**src/design/clkgen_pkg.sv**
```systemverilog
// Shared constants and types for the clock generator lock-event block.
// Assumes a single 200 MHz bus clock and a 32-bit AXI4-Lite register bus.
package clkgen_pkg;
    // Register byte offsets
    localparam logic [7:0] OFS_CTL = 8'h00;
    localparam logic [7:0] OFS_BW = 8'h04;
    localparam logic [7:0] OFS_IRQ_STAT = 8'h08;
    localparam logic [7:0] OFS_IRQ_CLR = 8'h0C;
    localparam logic [7:0] OFS_IRQ_EN = 8'h10;
    // loop_control_register field positions
    localparam int CTL_IRQ_EN_BIT = 7;
    localparam int CTL_FLAG_BIT = 6;
    localparam int CTL_POWER_BIT = 5;
    localparam int CTL_SELECT_BIT = 4;
    // loop_bandwidth_register field positions
    localparam int BW_AUTO_BIT = 7;
    localparam int BW_LOCK_BIT = 6;
    localparam int BW_ACQ_BIT = 5;
    // Interrupt status, clear and enable share this layout
    localparam int IRQ_LOOP_BIT = 0;
    // Reset values
    localparam logic [7:0] CTL_RESET = 8'h00;
    localparam logic [7:0] BW_RESET = 8'h00;
    localparam logic [31:0] RDATA_RESET = 32'h0000_0000;
    // AXI responses
    localparam logic [1:0] RESP_OKAY = 2'h0;
    localparam logic [1:0] RESP_SLVERR = 2'h2;

    // Low-power state of the device
    typedef enum logic [2:0] {
        MODE_RUN = 3'b001,
        MODE_WAIT = 3'b010,
        MODE_STOP = 3'b100
    } power_mode_t;

    // Decoded register select
    typedef enum logic [2:0] {
        SEL_NONE, SEL_CTL, SEL_BW, SEL_STAT, SEL_CLR, SEL_EN
    } reg_sel_t;

    // One register write as handed from the bus slave
    typedef struct packed {
        logic [7:0] addr;
        logic [31:0] data;
        logic [3:0] strb;
    } reg_wr_t;

    // Pins sampled from outside the clock domain
    typedef struct packed {
        logic lock;
        logic vco;
        logic xtal;
    } pin_sample_t;
endpackage

```
**src/design/pin_sync.sv**
```systemverilog
// Two-flop synchroniser for the pins from the analog clock generator.
// Assumes the inputs are asynchronous to aclk.
`timescale 1ns/1ps
module pin_sync
    import clkgen_pkg::*;
(
    input wire logic aclk,
    input wire logic aresetn,
    input wire pin_sample_t pins,
    output pin_sample_t pins_sync
);
    pin_sample_t stage1;

    // First stage feeds only the second
    always_ff @(posedge aclk) begin
        if (!aresetn) begin
            stage1 <= '0;
            pins_sync <= '0;
        end else begin
            stage1 <= pins;
            pins_sync <= stage1;
        end
    end
endmodule

```
**src/design/axil_regs.sv**
```systemverilog
// AXI4-Lite slave front end: turns bus transfers into write/read strobes.
// Assumes the register file answers rd_data/rd_ok/wr_ok combinationally.
`timescale 1ns/1ps
module axil_regs
    import clkgen_pkg::*;
(
    input wire logic aclk,
    input wire logic aresetn,
    input wire logic [7:0] s_axi_awaddr,
    input wire logic s_axi_awvalid,
    output logic s_axi_awready,
    input wire logic [31:0] s_axi_wdata,
    input wire logic [3:0] s_axi_wstrb,
    input wire logic s_axi_wvalid,
    output logic s_axi_wready,
    output logic [1:0] s_axi_bresp,
    output logic s_axi_bvalid,
    input wire logic s_axi_bready,
    input wire logic [7:0] s_axi_araddr,
    input wire logic s_axi_arvalid,
    output logic s_axi_arready,
    output logic [31:0] s_axi_rdata,
    output logic [1:0] s_axi_rresp,
    output logic s_axi_rvalid,
    input wire logic s_axi_rready,
    output reg_wr_t wr,
    output logic wr_fire,
    input wire logic wr_ok,
    output logic [7:0] rd_addr,
    output logic rd_fire,
    input wire logic [31:0] rd_data,
    input wire logic rd_ok
);
    logic aw_full;
    logic w_full;

    // Address and data may arrive in either order
    assign s_axi_awready = !aw_full && !s_axi_bvalid;
    assign s_axi_wready = !w_full && !s_axi_bvalid;
    assign wr_fire = aw_full && w_full && !s_axi_bvalid;

    // Write channel holding registers and response
    always_ff @(posedge aclk) begin
        if (!aresetn) begin
            aw_full <= 1'b0;
            w_full <= 1'b0;
            wr <= '0;
            s_axi_bvalid <= 1'b0;
            s_axi_bresp <= RESP_OKAY;
        end else begin
            if (s_axi_awvalid && s_axi_awready) begin
                aw_full <= 1'b1;
                wr.addr <= s_axi_awaddr;
            end
            if (s_axi_wvalid && s_axi_wready) begin
                w_full <= 1'b1;
                wr.data <= s_axi_wdata;
                wr.strb <= s_axi_wstrb;
            end
            if (wr_fire) begin
                aw_full <= 1'b0;
                w_full <= 1'b0;
                s_axi_bvalid <= 1'b1;
                s_axi_bresp <= wr_ok ? RESP_OKAY : RESP_SLVERR;
            end else if (s_axi_bready) begin
                s_axi_bvalid <= 1'b0;
            end
        end
    end

    // Read is taken and answered on the next edge
    assign s_axi_arready = !s_axi_rvalid;
    assign rd_fire = s_axi_arvalid && s_axi_arready;
    assign rd_addr = s_axi_araddr;

    always_ff @(posedge aclk) begin
        if (!aresetn) begin
            s_axi_rvalid <= 1'b0;
            s_axi_rdata <= RDATA_RESET;
            s_axi_rresp <= RESP_OKAY;
        end else if (rd_fire) begin
            s_axi_rvalid <= 1'b1;
            s_axi_rdata <= rd_data;
            s_axi_rresp <= rd_ok ? RESP_OKAY : RESP_SLVERR;
        end else if (s_axi_rready) begin
            s_axi_rvalid <= 1'b0;
        end
    end
endmodule

```
**src/design/clkgen_lock_ctl.sv**
```systemverilog
// Clock generator control: loop power, base clock select, lock event
// flag and interrupt, low-power mode handling and break protection.
// Assumes the lock and clock pins come from the analog loop and
// oscillator, and the mode and break signals from core logic on aclk.
`timescale 1ns/1ps

// Function
// - Auto mode: flag set on every lock change
// - Interrupt request only with enable bit set
// - Flag sets regardless of enable bit
// - Manual mode: no interrupts, flag reads zero
// - Loop clock select accepted without lock check
// - Wait leaves oscillator, loop, selection unchanged
// - Stop without keep: all off, outputs low
// - Stop with keep: loop off, oscillator runs
// - Break clear with enable stays cleared afterwards
// - Protected break: accesses leave flag alone
// - Bandwidth mode bit: one auto, reset clears
// - Lock bit read-only in auto, zero manual
// - Core clock is selected source halved
// - Power-off and select guarded against each other
module clkgen_lock_ctl
    import clkgen_pkg::*;
(
    input wire logic aclk,
    input wire logic aresetn,
    input wire logic [7:0] s_axi_awaddr,
    input wire logic s_axi_awvalid,
    output logic s_axi_awready,
    input wire logic [31:0] s_axi_wdata,
    input wire logic [3:0] s_axi_wstrb,
    input wire logic s_axi_wvalid,
    output logic s_axi_wready,
    output logic [1:0] s_axi_bresp,
    output logic s_axi_bvalid,
    input wire logic s_axi_bready,
    input wire logic [7:0] s_axi_araddr,
    input wire logic s_axi_arvalid,
    output logic s_axi_arready,
    output logic [31:0] s_axi_rdata,
    output logic [1:0] s_axi_rresp,
    output logic s_axi_rvalid,
    input wire logic s_axi_rready,
    input wire logic lock_detect,
    input wire logic vco_clock,
    input wire logic crystal_clock_in,
    input wire logic wait_instr,
    input wire logic stop_instr,
    input wire logic wake_event,
    input wire logic break_state,
    input wire logic break_flag_clear_enable,
    input wire logic osc_keep_in_sleep,
    output logic osc_enable,
    output logic loop_enable,
    output logic crystal_clock,
    output logic core_clock_output,
    output logic clockgen_interrupt_line
);
    // Decode a byte address into a register select
    function automatic reg_sel_t sel_of(input logic [7:0] addr);
        case (addr)
            OFS_CTL: sel_of = SEL_CTL;
            OFS_BW: sel_of = SEL_BW;
            OFS_IRQ_STAT: sel_of = SEL_STAT;
            OFS_IRQ_CLR: sel_of = SEL_CLR;
            OFS_IRQ_EN: sel_of = SEL_EN;
            default: sel_of = SEL_NONE;
        endcase
    endfunction

    reg_wr_t wr;
    logic wr_fire;
    logic wr_ok;
    logic [7:0] rd_addr;
    logic rd_fire;
    logic [31:0] rd_data;
    logic rd_ok;
    reg_sel_t wr_sel;
    reg_sel_t rd_sel;
    logic wr_lane;
    pin_sample_t pins_sync;
    logic loop_irq_enable;
    logic loop_irq_flag;
    logic loop_power_on;
    logic base_clock_select;
    logic auto_bw;
    logic acq_manual;
    power_mode_t mode;
    power_mode_t next_mode;
    logic in_stop;
    logic osc_running;
    logic loop_running;
    logic lock_seen;
    logic lock_prev;
    logic lock_change;
    logic vco_prev;
    logic xtal_prev;
    logic core_tick;
    logic flag_clear_ok;
    logic flag_clear;
    logic [7:0] ctl_view;
    logic [7:0] bw_view;
    logic flag_view;

    axil_regs axil_regs_inst (
        .aclk(aclk),
        .aresetn(aresetn),
        .s_axi_awaddr(s_axi_awaddr),
        .s_axi_awvalid(s_axi_awvalid),
        .s_axi_awready(s_axi_awready),
        .s_axi_wdata(s_axi_wdata),
        .s_axi_wstrb(s_axi_wstrb),
        .s_axi_wvalid(s_axi_wvalid),
        .s_axi_wready(s_axi_wready),
        .s_axi_bresp(s_axi_bresp),
        .s_axi_bvalid(s_axi_bvalid),
        .s_axi_bready(s_axi_bready),
        .s_axi_araddr(s_axi_araddr),
        .s_axi_arvalid(s_axi_arvalid),
        .s_axi_arready(s_axi_arready),
        .s_axi_rdata(s_axi_rdata),
        .s_axi_rresp(s_axi_rresp),
        .s_axi_rvalid(s_axi_rvalid),
        .s_axi_rready(s_axi_rready),
        .wr(wr),
        .wr_fire(wr_fire),
        .wr_ok(wr_ok),
        .rd_addr(rd_addr),
        .rd_fire(rd_fire),
        .rd_data(rd_data),
        .rd_ok(rd_ok)
    );

    pin_sync pin_sync_inst (
        .aclk(aclk),
        .aresetn(aresetn),
        .pins('{lock: lock_detect, vco: vco_clock, xtal: crystal_clock_in}),
        .pins_sync(pins_sync)
    );

    // Bus decode; only the low byte lane carries register bits
    assign wr_sel = sel_of(wr.addr);
    assign rd_sel = sel_of(rd_addr);
    assign wr_ok = (wr_sel != SEL_NONE);
    assign rd_ok = (rd_sel != SEL_NONE);
    assign wr_lane = wr_fire && wr.strb[0];

    // Power state
    assign in_stop = (mode == MODE_STOP);
    assign osc_running = !in_stop || osc_keep_in_sleep;
    assign loop_running = loop_power_on && !in_stop;
    assign osc_enable = osc_running;
    assign loop_enable = loop_running;

    // Mode transitions; wait touches no clock control
    always_comb begin
        next_mode = mode;
        case (mode)
            MODE_RUN: begin
                if (stop_instr) begin
                    next_mode = MODE_STOP;
                end else if (wait_instr) begin
                    next_mode = MODE_WAIT;
                end
            end
            MODE_WAIT: begin
                if (wake_event) begin
                    next_mode = MODE_RUN;
                end
            end
            MODE_STOP: begin
                if (wake_event) begin
                    next_mode = MODE_RUN;
                end
            end
            default: next_mode = MODE_RUN;
        endcase
    end

    always_ff @(posedge aclk) begin
        if (!aresetn) begin
            mode <= MODE_RUN;
        end else begin
            mode <= next_mode;
        end
    end

    // Loop power and base clock select, each guarding the other
    always_ff @(posedge aclk) begin
        if (!aresetn) begin
            loop_power_on <= CTL_RESET[CTL_POWER_BIT];
            base_clock_select <= CTL_RESET[CTL_SELECT_BIT];
        end else if (wr_lane && wr_sel == SEL_CTL) begin
            loop_power_on <= wr.data[CTL_POWER_BIT] || base_clock_select;
            base_clock_select <= wr.data[CTL_SELECT_BIT] && loop_power_on;
        end
    end

    // Interrupt enable, reachable from control and enable registers
    always_ff @(posedge aclk) begin
        if (!aresetn) begin
            loop_irq_enable <= CTL_RESET[CTL_IRQ_EN_BIT];
        end else if (wr_lane && wr_sel == SEL_CTL) begin
            loop_irq_enable <= wr.data[CTL_IRQ_EN_BIT];
        end else if (wr_lane && wr_sel == SEL_EN) begin
            loop_irq_enable <= wr.data[IRQ_LOOP_BIT];
        end
    end

    // Bandwidth mode and manual acquisition bit
    always_ff @(posedge aclk) begin
        if (!aresetn) begin
            auto_bw <= BW_RESET[BW_AUTO_BIT];
            acq_manual <= BW_RESET[BW_ACQ_BIT];
        end else if (wr_lane && wr_sel == SEL_BW) begin
            auto_bw <= wr.data[BW_AUTO_BIT];
            if (!auto_bw) begin
                acq_manual <= wr.data[BW_ACQ_BIT];
            end
        end
    end

    // Lock seen only while the loop runs; detect every change
    assign lock_seen = pins_sync.lock && loop_running;
    assign lock_change = lock_seen != lock_prev;

    always_ff @(posedge aclk) begin
        if (!aresetn) begin
            lock_prev <= 1'b0;
        end else begin
            lock_prev <= lock_seen;
        end
    end

    // Clearing is blocked in break unless break clear is enabled
    assign flag_clear_ok = !break_state || break_flag_clear_enable;
    assign flag_clear = flag_clear_ok && (
        (rd_fire && rd_sel == SEL_CTL) ||
        (wr_lane && wr_sel == SEL_CLR && wr.data[IRQ_LOOP_BIT]));

    // Sticky lock event flag; a new event wins over a clear
    always_ff @(posedge aclk) begin
        if (!aresetn) begin
            loop_irq_flag <= CTL_RESET[CTL_FLAG_BIT];
        end else if (auto_bw && lock_change) begin
            loop_irq_flag <= 1'b1;
        end else if (flag_clear) begin
            loop_irq_flag <= 1'b0;
        end
    end

    // Register views
    assign flag_view = loop_irq_flag && auto_bw;
    always_comb begin
        ctl_view = 8'h00;
        ctl_view[CTL_IRQ_EN_BIT] = loop_irq_enable;
        ctl_view[CTL_FLAG_BIT] = flag_view;
        ctl_view[CTL_POWER_BIT] = loop_power_on;
        ctl_view[CTL_SELECT_BIT] = base_clock_select;
        bw_view = 8'h00;
        bw_view[BW_AUTO_BIT] = auto_bw;
        bw_view[BW_LOCK_BIT] = lock_seen && auto_bw;
        bw_view[BW_ACQ_BIT] = auto_bw ? lock_seen : acq_manual;
    end

    // Read data multiplexer; unmapped and write-only read as zero
    always_comb begin
        rd_data = RDATA_RESET;
        case (rd_sel)
            SEL_CTL: rd_data[7:0] = ctl_view;
            SEL_BW: rd_data[7:0] = bw_view;
            SEL_STAT: rd_data[IRQ_LOOP_BIT] = flag_view;
            SEL_EN: rd_data[IRQ_LOOP_BIT] = loop_irq_enable;
            default: rd_data = RDATA_RESET;
        endcase
    end

    // Source edges for the halved core clock
    always_ff @(posedge aclk) begin
        if (!aresetn) begin
            vco_prev <= 1'b0;
            xtal_prev <= 1'b0;
        end else begin
            vco_prev <= pins_sync.vco;
            xtal_prev <= pins_sync.xtal;
        end
    end

    assign core_tick = base_clock_select ?
        (loop_running && pins_sync.vco && !vco_prev) :
        (osc_running && pins_sync.xtal && !xtal_prev);

    // Core clock toggles on each rising edge of the selected source
    always_ff @(posedge aclk) begin
        if (!aresetn) begin
            core_clock_output <= 1'b0;
        end else if (!osc_running) begin
            core_clock_output <= 1'b0;
        end else if (base_clock_select && !loop_running) begin
            core_clock_output <= 1'b0;
        end else if (core_tick) begin
            core_clock_output <= !core_clock_output;
        end
    end

    // Crystal clock follows the oscillator while it runs
    always_ff @(posedge aclk) begin
        if (!aresetn) begin
            crystal_clock <= 1'b0;
        end else begin
            crystal_clock <= osc_running && pins_sync.xtal;
        end
    end

    // Interrupt line, held low in full stop
    assign clockgen_interrupt_line = flag_view && loop_irq_enable
        && osc_running;
endmodule

```
**config.mk**
```make
export PLATFORM = sky130hd
export DESIGN_NAME = clkgen_lock_ctl
export DESIGN_NICKNAME = d
export VERILOG_FILES = /design/src/design/clkgen_pkg.sv /design/src/design/pin_sync.sv /design/src/design/axil_regs.sv /design/src/design/clkgen_lock_ctl.sv
export SDC_FILE = /design/constraint.sdc
export NUM_CORES = 1
export LEC_CHECK = 0
export BUFFER_PORTS_ARGS = -buffer_cell sky130_fd_sc_hd__buf_2
export CAP_MARGIN = 40
export CELL_PAD_IN_SITES_DETAIL_PLACEMENT = 2
export CELL_PAD_IN_SITES_GLOBAL_PLACEMENT = 2
export CORE_MARGIN = 3
export CORE_UTILIZATION = 33
export CTS_BUF_LIST = sky130_fd_sc_hd__clkbuf_8 sky130_fd_sc_hd__clkbuf_16
export CTS_CLUSTER_SIZE = 28
export DETAILED_ROUTE_END_ITERATION = 10
export PLACE_DENSITY = 0.94
export SLEW_MARGIN = 20
export SYNTH_ARGS = -nofsm -noshare
export SYNTH_HDL_FRONTEND = slang
export SYNTH_HIERARCHICAL = 1
export SYNTH_SLANG_ARGS = --single-unit
```
**constraint.sdc**
```tcl
create_clock -name aclk -period 4.6 [get_ports aclk]
set_input_delay 0.92 -clock aclk [delete_from_list [all_inputs] [get_ports aclk]]
set_output_delay 0.92 -clock aclk [all_outputs]
set_load 0.005 [all_outputs]
```
==> impl_metrics.env, run 1 <==
export IMPL_outcome="finished clean"
export IMPL_instances_no_fill=559
export IMPL_syn_inst=365
export IMPL_numCtsBuffers=9
export IMPL_ff2ff_path_depth=7
export IMPL_fin_setup_tns_ps=0
export IMPL_drcViolationCount=0
export IMPL_grt_pass1_wl_mm=14.2
export IMPL_cts_tree="yes"
export IMPL_tightest_slew_ps=843
export IMPL_holdWs_ps=455
export IMPL_maxSlewViolCount=0
export IMPL_setup_viol=0
export IMPL_post_drt_wl_per_cell_um=15.6
export IMPL_dr_total_vias=2692
export IMPL_hold_buffers=0
export IMPL_hold_depth=2
export IMPL_core_area_mm2=0.00889
export IMPL_final_hold_viol_count=0
export IMPL_drive_above_1_share_pct=23.7
export IMPL_dp_worst_setup_slack_ps=1930
export IMPL_final_core_util_pct=41.7
export IMPL_setup_slack_ps=1960
export IMPL_die_area_mm2=0.0105
export IMPL_final_cell_area_mm2=0.00371
export IMPL_rows=34
export IMPL_wl_met3_um=353
export IMPL_clockBufferDepth=2
export IMPL_grt_max_degree=42
export IMPL_diodes=0
export IMPL_dr_wl_met2_mm=4.59
export IMPL_drt_pass1_iterations=4
export IMPL_cts_htree_levels=3
export IMPL_fp_dieH_um=103
export IMPL_antenna_found_initial=0
export IMPL_cp_arrival_ps=1720
export IMPL_wirelength_met1_mm=3.60
export IMPL_vias_per_cell=4.82
export IMPL_netlist_area_mm2=0.00308
export IMPL_top_layer_used="met4"
export IMPL_power_density_mw_per_mm2=351
export IMPL_ioPinCount=114
export IMPL_cts_repair_resized=0
export IMPL_worstPathRequired_ps=3680
export IMPL_placed_cell_area_mm2=0.00352
export IMPL_ir_drop_mv=0.130
export IMPL_syn_area_per_cell_um2=8.45
export IMPL_cts_root_buffer="clkbuf_8"
export IMPL_timing_final_crit_share_pct=57.4
export IMPL_total_power_mw=1.30
export IMPL_die_w_um=103
export IMPL_wl_mm=8.69
export IMPL_start_kind="primary input"
export IMPL_first_global_vias=2870
export IMPL_cts_setup_buffers=0
export IMPL_clk_latency_ps=340
export IMPL_slew_limit_headroom_pct=43.6
export IMPL_port_buffers=80
export IMPL_antenna_left=0
export IMPL_maxCapViolations=0
export IMPL_end_kind="primary output"
export IMPL_critPathKind="in -> out"
export IMPL_overflow=0
export IMPL_rsz0062_at_grt="no"
export IMPL_grtUsageTotal_pct=17.4
export IMPL_clkSinkCount=71
export IMPL_critPathMaxFanout=5
export IMPL_finalCriticalPeriod_ps=2640
export IMPL_gp_congestion=0.696
export IMPL_dpl_cell_count=543
export IMPL_final_nets=514
export IMPL_fin_skew_ps=8.48
export IMPL_worstHoldPathType="reg -> reg"
export IMPL_start_util_pct=34.7
export IMPL_cts_clk_slew_worst_paths_ps=70
export IMPL_drtIter0Drc=36
export IMPL_areaGrowthSynthToFinish_pct=20.4
export IMPL_total_leakage_power_nw=1.66
export IMPL_ys_warn_count=6
export IMPL_max_freq_mhz=379
export IMPL_dp_hpwl_mm=6.41
-- cell usage in the layout, fill, tap and decap left out, drive strengths merged, types with 2 or more instances in the layout --
cell,instances
nand3b,3
buf,83
o21a,2
nor3b,9
inv,9
clkinv,3
nor2,15
nand2,91
nand3,17
o211a,4
dfxtp,71
clkbuf,10
conb,29
or3,2
o21ai,19
and3b,3
mux2i,6
nor3,3
and2,10
nand2b,3
a211oi,2
a21boi,34
nor2b,4
a21oi,4
-- power by group --
group	internal, mW	switching, mW	total (mW)
Sequential	0.647	0.0235	0.670
Combinational	0.0622	0.0799	0.142
Clock	0.259	0.232	0.491
Total	0.968	0.335	1.30
-- sequential cells by signal (all words and copies together) (netlist names), 3 cells and up --
signal / cells
axil_regs_inst/s_axi_rdata: 32
axil_regs_inst/wr: 13
mode: 3
pin_sync_inst/pins_sync: 3
pin_sync_inst/stage1: 3
-- per-layer routing --
layer,global-route usage [%],vias to the layer above
met2,31.4,52
met4,6.36,0
li1,-,1330
met1,19.6,1297
met5,0,-
met3,4.40,13
-- worst max-delay path, stage by stage --
cell	delay (ps)
buf_2	110
nor4b_2	420
nor2_1	120
buf_2	150
-- worst paths after layout --
path,from,end,slack [ps]
worst max-delay path,osc_keep_in_sleep,clockgen_interrupt_line,1960
worst min register to register,axil_regs_inst/s_axi_rdata[30],axil_regs_inst/s_axi_rdata[30],460
worst max register to register,axil_regs_inst/s_axi_rvalid,loop_irq_flag,2660
worst min-delay path,axil_regs_inst/s_axi_rdata[30],axil_regs_inst/s_axi_rdata[30],460
-- layout make-up --
class / count / area (um2)
clock inverter: 6 / 52.6
inverter: 7 / 26.3
sequential: 71 / 1420
tap: 108 / 135
clock buffer: 10 / 138
fill: 1026 / 5180
timing repair buffer: 83 / 435
multi-input combinational: 274 / 1500
Power figures use the tool's default switching activity.
==> inputs of run 2 (changes only) <==
Settings changed: ABC_AREA from default to 1, CORE_UTILIZATION 33 to 26, PLACE_DENSITY 0.94 to 0.84.
Clock period 4.6 ns to 2.35 ns, I/O delays scaled along.
==> run 2 against run 1 <==
  * Worst hold slack worse by 140 ps
  * Final area is 6.5% higher
  * Sequential cell count stayed put
  * Clock-buffer cell count is 1 higher
  * Via count is 15% higher
  * Power is 130% higher
  * Die area is 28% higher
  * Core utilization is 7.9 points lower
  * Global-route usage is 3.3 points lower
  * Combinational power grew to 3.0 times the previous value
  * Sequential share of layout area is 2.3 points lower
  * Critical path type is now reg -> out
  * Register-to-register slack worse by 1800 ps
==> impl_metrics.env, run 2 <==
export IMPL_outcome="finished clean"
export IMPL_dp_hpwl_mm=6.92
export IMPL_worstPathRequired_ps=1880
export IMPL_critPathMaxFanout=5
export IMPL_syn_inst=457
export IMPL_antenna_found_initial=0
export IMPL_finalCriticalPeriod_ps=1890
export IMPL_fillers=1399
export IMPL_seqCellArea_mm2=0.00142
export IMPL_dr_total_vias=3090
export IMPL_first_global_vias=3229
export IMPL_tightest_slew_ps=521
export IMPL_ff2ff_path_depth=9
export IMPL_final_nets=610
export IMPL_max_freq_mhz=529
export IMPL_cts_repair_resized=0
export IMPL_clk_latency_ps=340
export IMPL_dp_worst_setup_slack_ps=599
export IMPL_regMostFlops="axil_regs_inst/s_axi_rdata"
export IMPL_areaGrowthSynthToFinish_pct=25.0
export IMPL_rsz0062_at_grt="no"
export IMPL_fp_dieH_um=116
export IMPL_timing_final_crit_share_pct=80.5
export IMPL_total_leakage_power_nw=2.02
export IMPL_diodes=0
export IMPL_r2r_start="axil_regs_inst/w_full"
export IMPL_drive_above_1_share_pct=20.8
export IMPL_die_area_mm2=0.0135
export IMPL_ir_drop_mv=0.251
export IMPL_drt_pass1_iterations=4
export IMPL_post_drt_wl_per_cell_um=13.1
export IMPL_layout_common_cells="nor2_1, buf_2, dfxtp_1"
export IMPL_cts_clk_slew_worst_paths_ps=50
export IMPL_final_core_util_pct=33.9
export IMPL_gp_congestion=0.765
export IMPL_netlist_area_mm2=0.00316
export IMPL_core_area_mm2=0.0117
export IMPL_ioPinCount=114
export IMPL_start_kind="flip-flop"
export IMPL_dpl_cell_count=674
export IMPL_worstHoldPathType="in -> reg"
export IMPL_hold_buffers=0
export IMPL_min_to="pin_sync_inst/stage1[1]"
export IMPL_r2r_end="loop_irq_flag"
export IMPL_crit_start="mode[2]"
export IMPL_cp_arrival_ps=1420
export IMPL_cp_slowest_cell="dfxtp_1"
export IMPL_cts_setup_buffers=0
export IMPL_maxSlewViolCount=0
export IMPL_critPathKind="reg -> out"
export IMPL_setup_viol=0
export IMPL_numCtsBuffers=9
export IMPL_wl_mm=9.05
export IMPL_hold_depth=3
export IMPL_final_common_cell="nor2_1"
export IMPL_holdWs_ps=313
export IMPL_multi_input_area_mm2=0.00143
export IMPL_cts_tree="yes"
export IMPL_largest_reg_flops=32
export IMPL_fin_skew_ps=6.99
export IMPL_cts_htree_levels=3
export IMPL_reg2reg_slack_ps=850
export IMPL_min_delay_start="vco_clock"
export IMPL_grt_max_degree=28
export IMPL_fin_setup_tns_ps=0
export IMPL_cp_slowest_stage_delay_ps=400
export IMPL_slew_limit_headroom_pct=65.2
export IMPL_overflow=0
export IMPL_maxCapViolations=0
export IMPL_clkSinkCount=71
export IMPL_setup_slack_ps=458
export IMPL_die_w_um=116
export IMPL_placed_cell_area_mm2=0.00367
export IMPL_grt_pass1_wl_mm=15.0
export IMPL_start_util_pct=27.1
export IMPL_syn_area_per_cell_um2=6.92
export IMPL_total_power_mw=3.04
export IMPL_drtIter0Drc=87
export IMPL_vias_per_cell=4.48
export IMPL_clockBufferDepth=2
export IMPL_instances_no_fill=690
export IMPL_antenna_left=0
export IMPL_drcViolationCount=0
export IMPL_final_hold_viol_count=0
export IMPL_rows=39
export IMPL_port_buffers=80
export IMPL_final_cell_area_mm2=0.00395
export IMPL_power_density_mw_per_mm2=769
export IMPL_end_kind="primary output"
export IMPL_reg_top3="axil_regs_inst/s_axi_rdata (32), axil_regs_inst/wr (13)"
export IMPL_cts_root_buffer="clkbuf_16"
export IMPL_ys_warn_count=6
export IMPL_crit_chain="nand3_1 > or2_1 > nand4_1 > inv_1 > buf_2"
export IMPL_grtUsageTotal_pct=14.1
## run 2: worst max-delay path: cells and delay by family (launching register included)
kind	cells	cell delay, ps
buffers and inverters	2	160
flip-flops	1	400
AND/OR/NAND/NOR	3	520
## run 2: where the power goes
part | switching (mW) | internal [mW] | total, mW
Clock | 0.508 | 0.760 | 1.27
Combinational | 0.253 | 0.167 | 0.420
Sequential | 0.0574 | 1.29 | 1.35
## run 2: layout make-up
cell class / instances / area share [%]
clock buffer: 11 / 6.40
clock inverter: 5 / 0.633
inverter: 52 / 4.94
multi-input combinational: 322 / 36.1
sequential: 71 / 36.0
tap: 143 / 4.53
timing repair buffer: 86 / 11.5
## run 2: worst max-delay path by stage
stage,end,cells after the start,slack [ps]
after floorplan,axil_regs_inst/s_axi_rdata[5],10,880
after detailed placement,axil_regs_inst/s_axi_rdata[5],10,600
final,clockgen_interrupt_line,5,460
after global routing,clockgen_interrupt_line,6,350
after CTS,clockgen_interrupt_line,5,430
after global placement,axil_regs_inst/s_axi_rdata[6],4,650
## run 2: routing by layer
layer  vias to the layer above  wire, um  global-route usage (%)
met5                         -         0                       0
met2                        55      4790                    26.0
met4                         0       171                    6.19
met1                      1475      3740                    15.3
li1                       1548         -                       -
met3                        12       349                    3.21
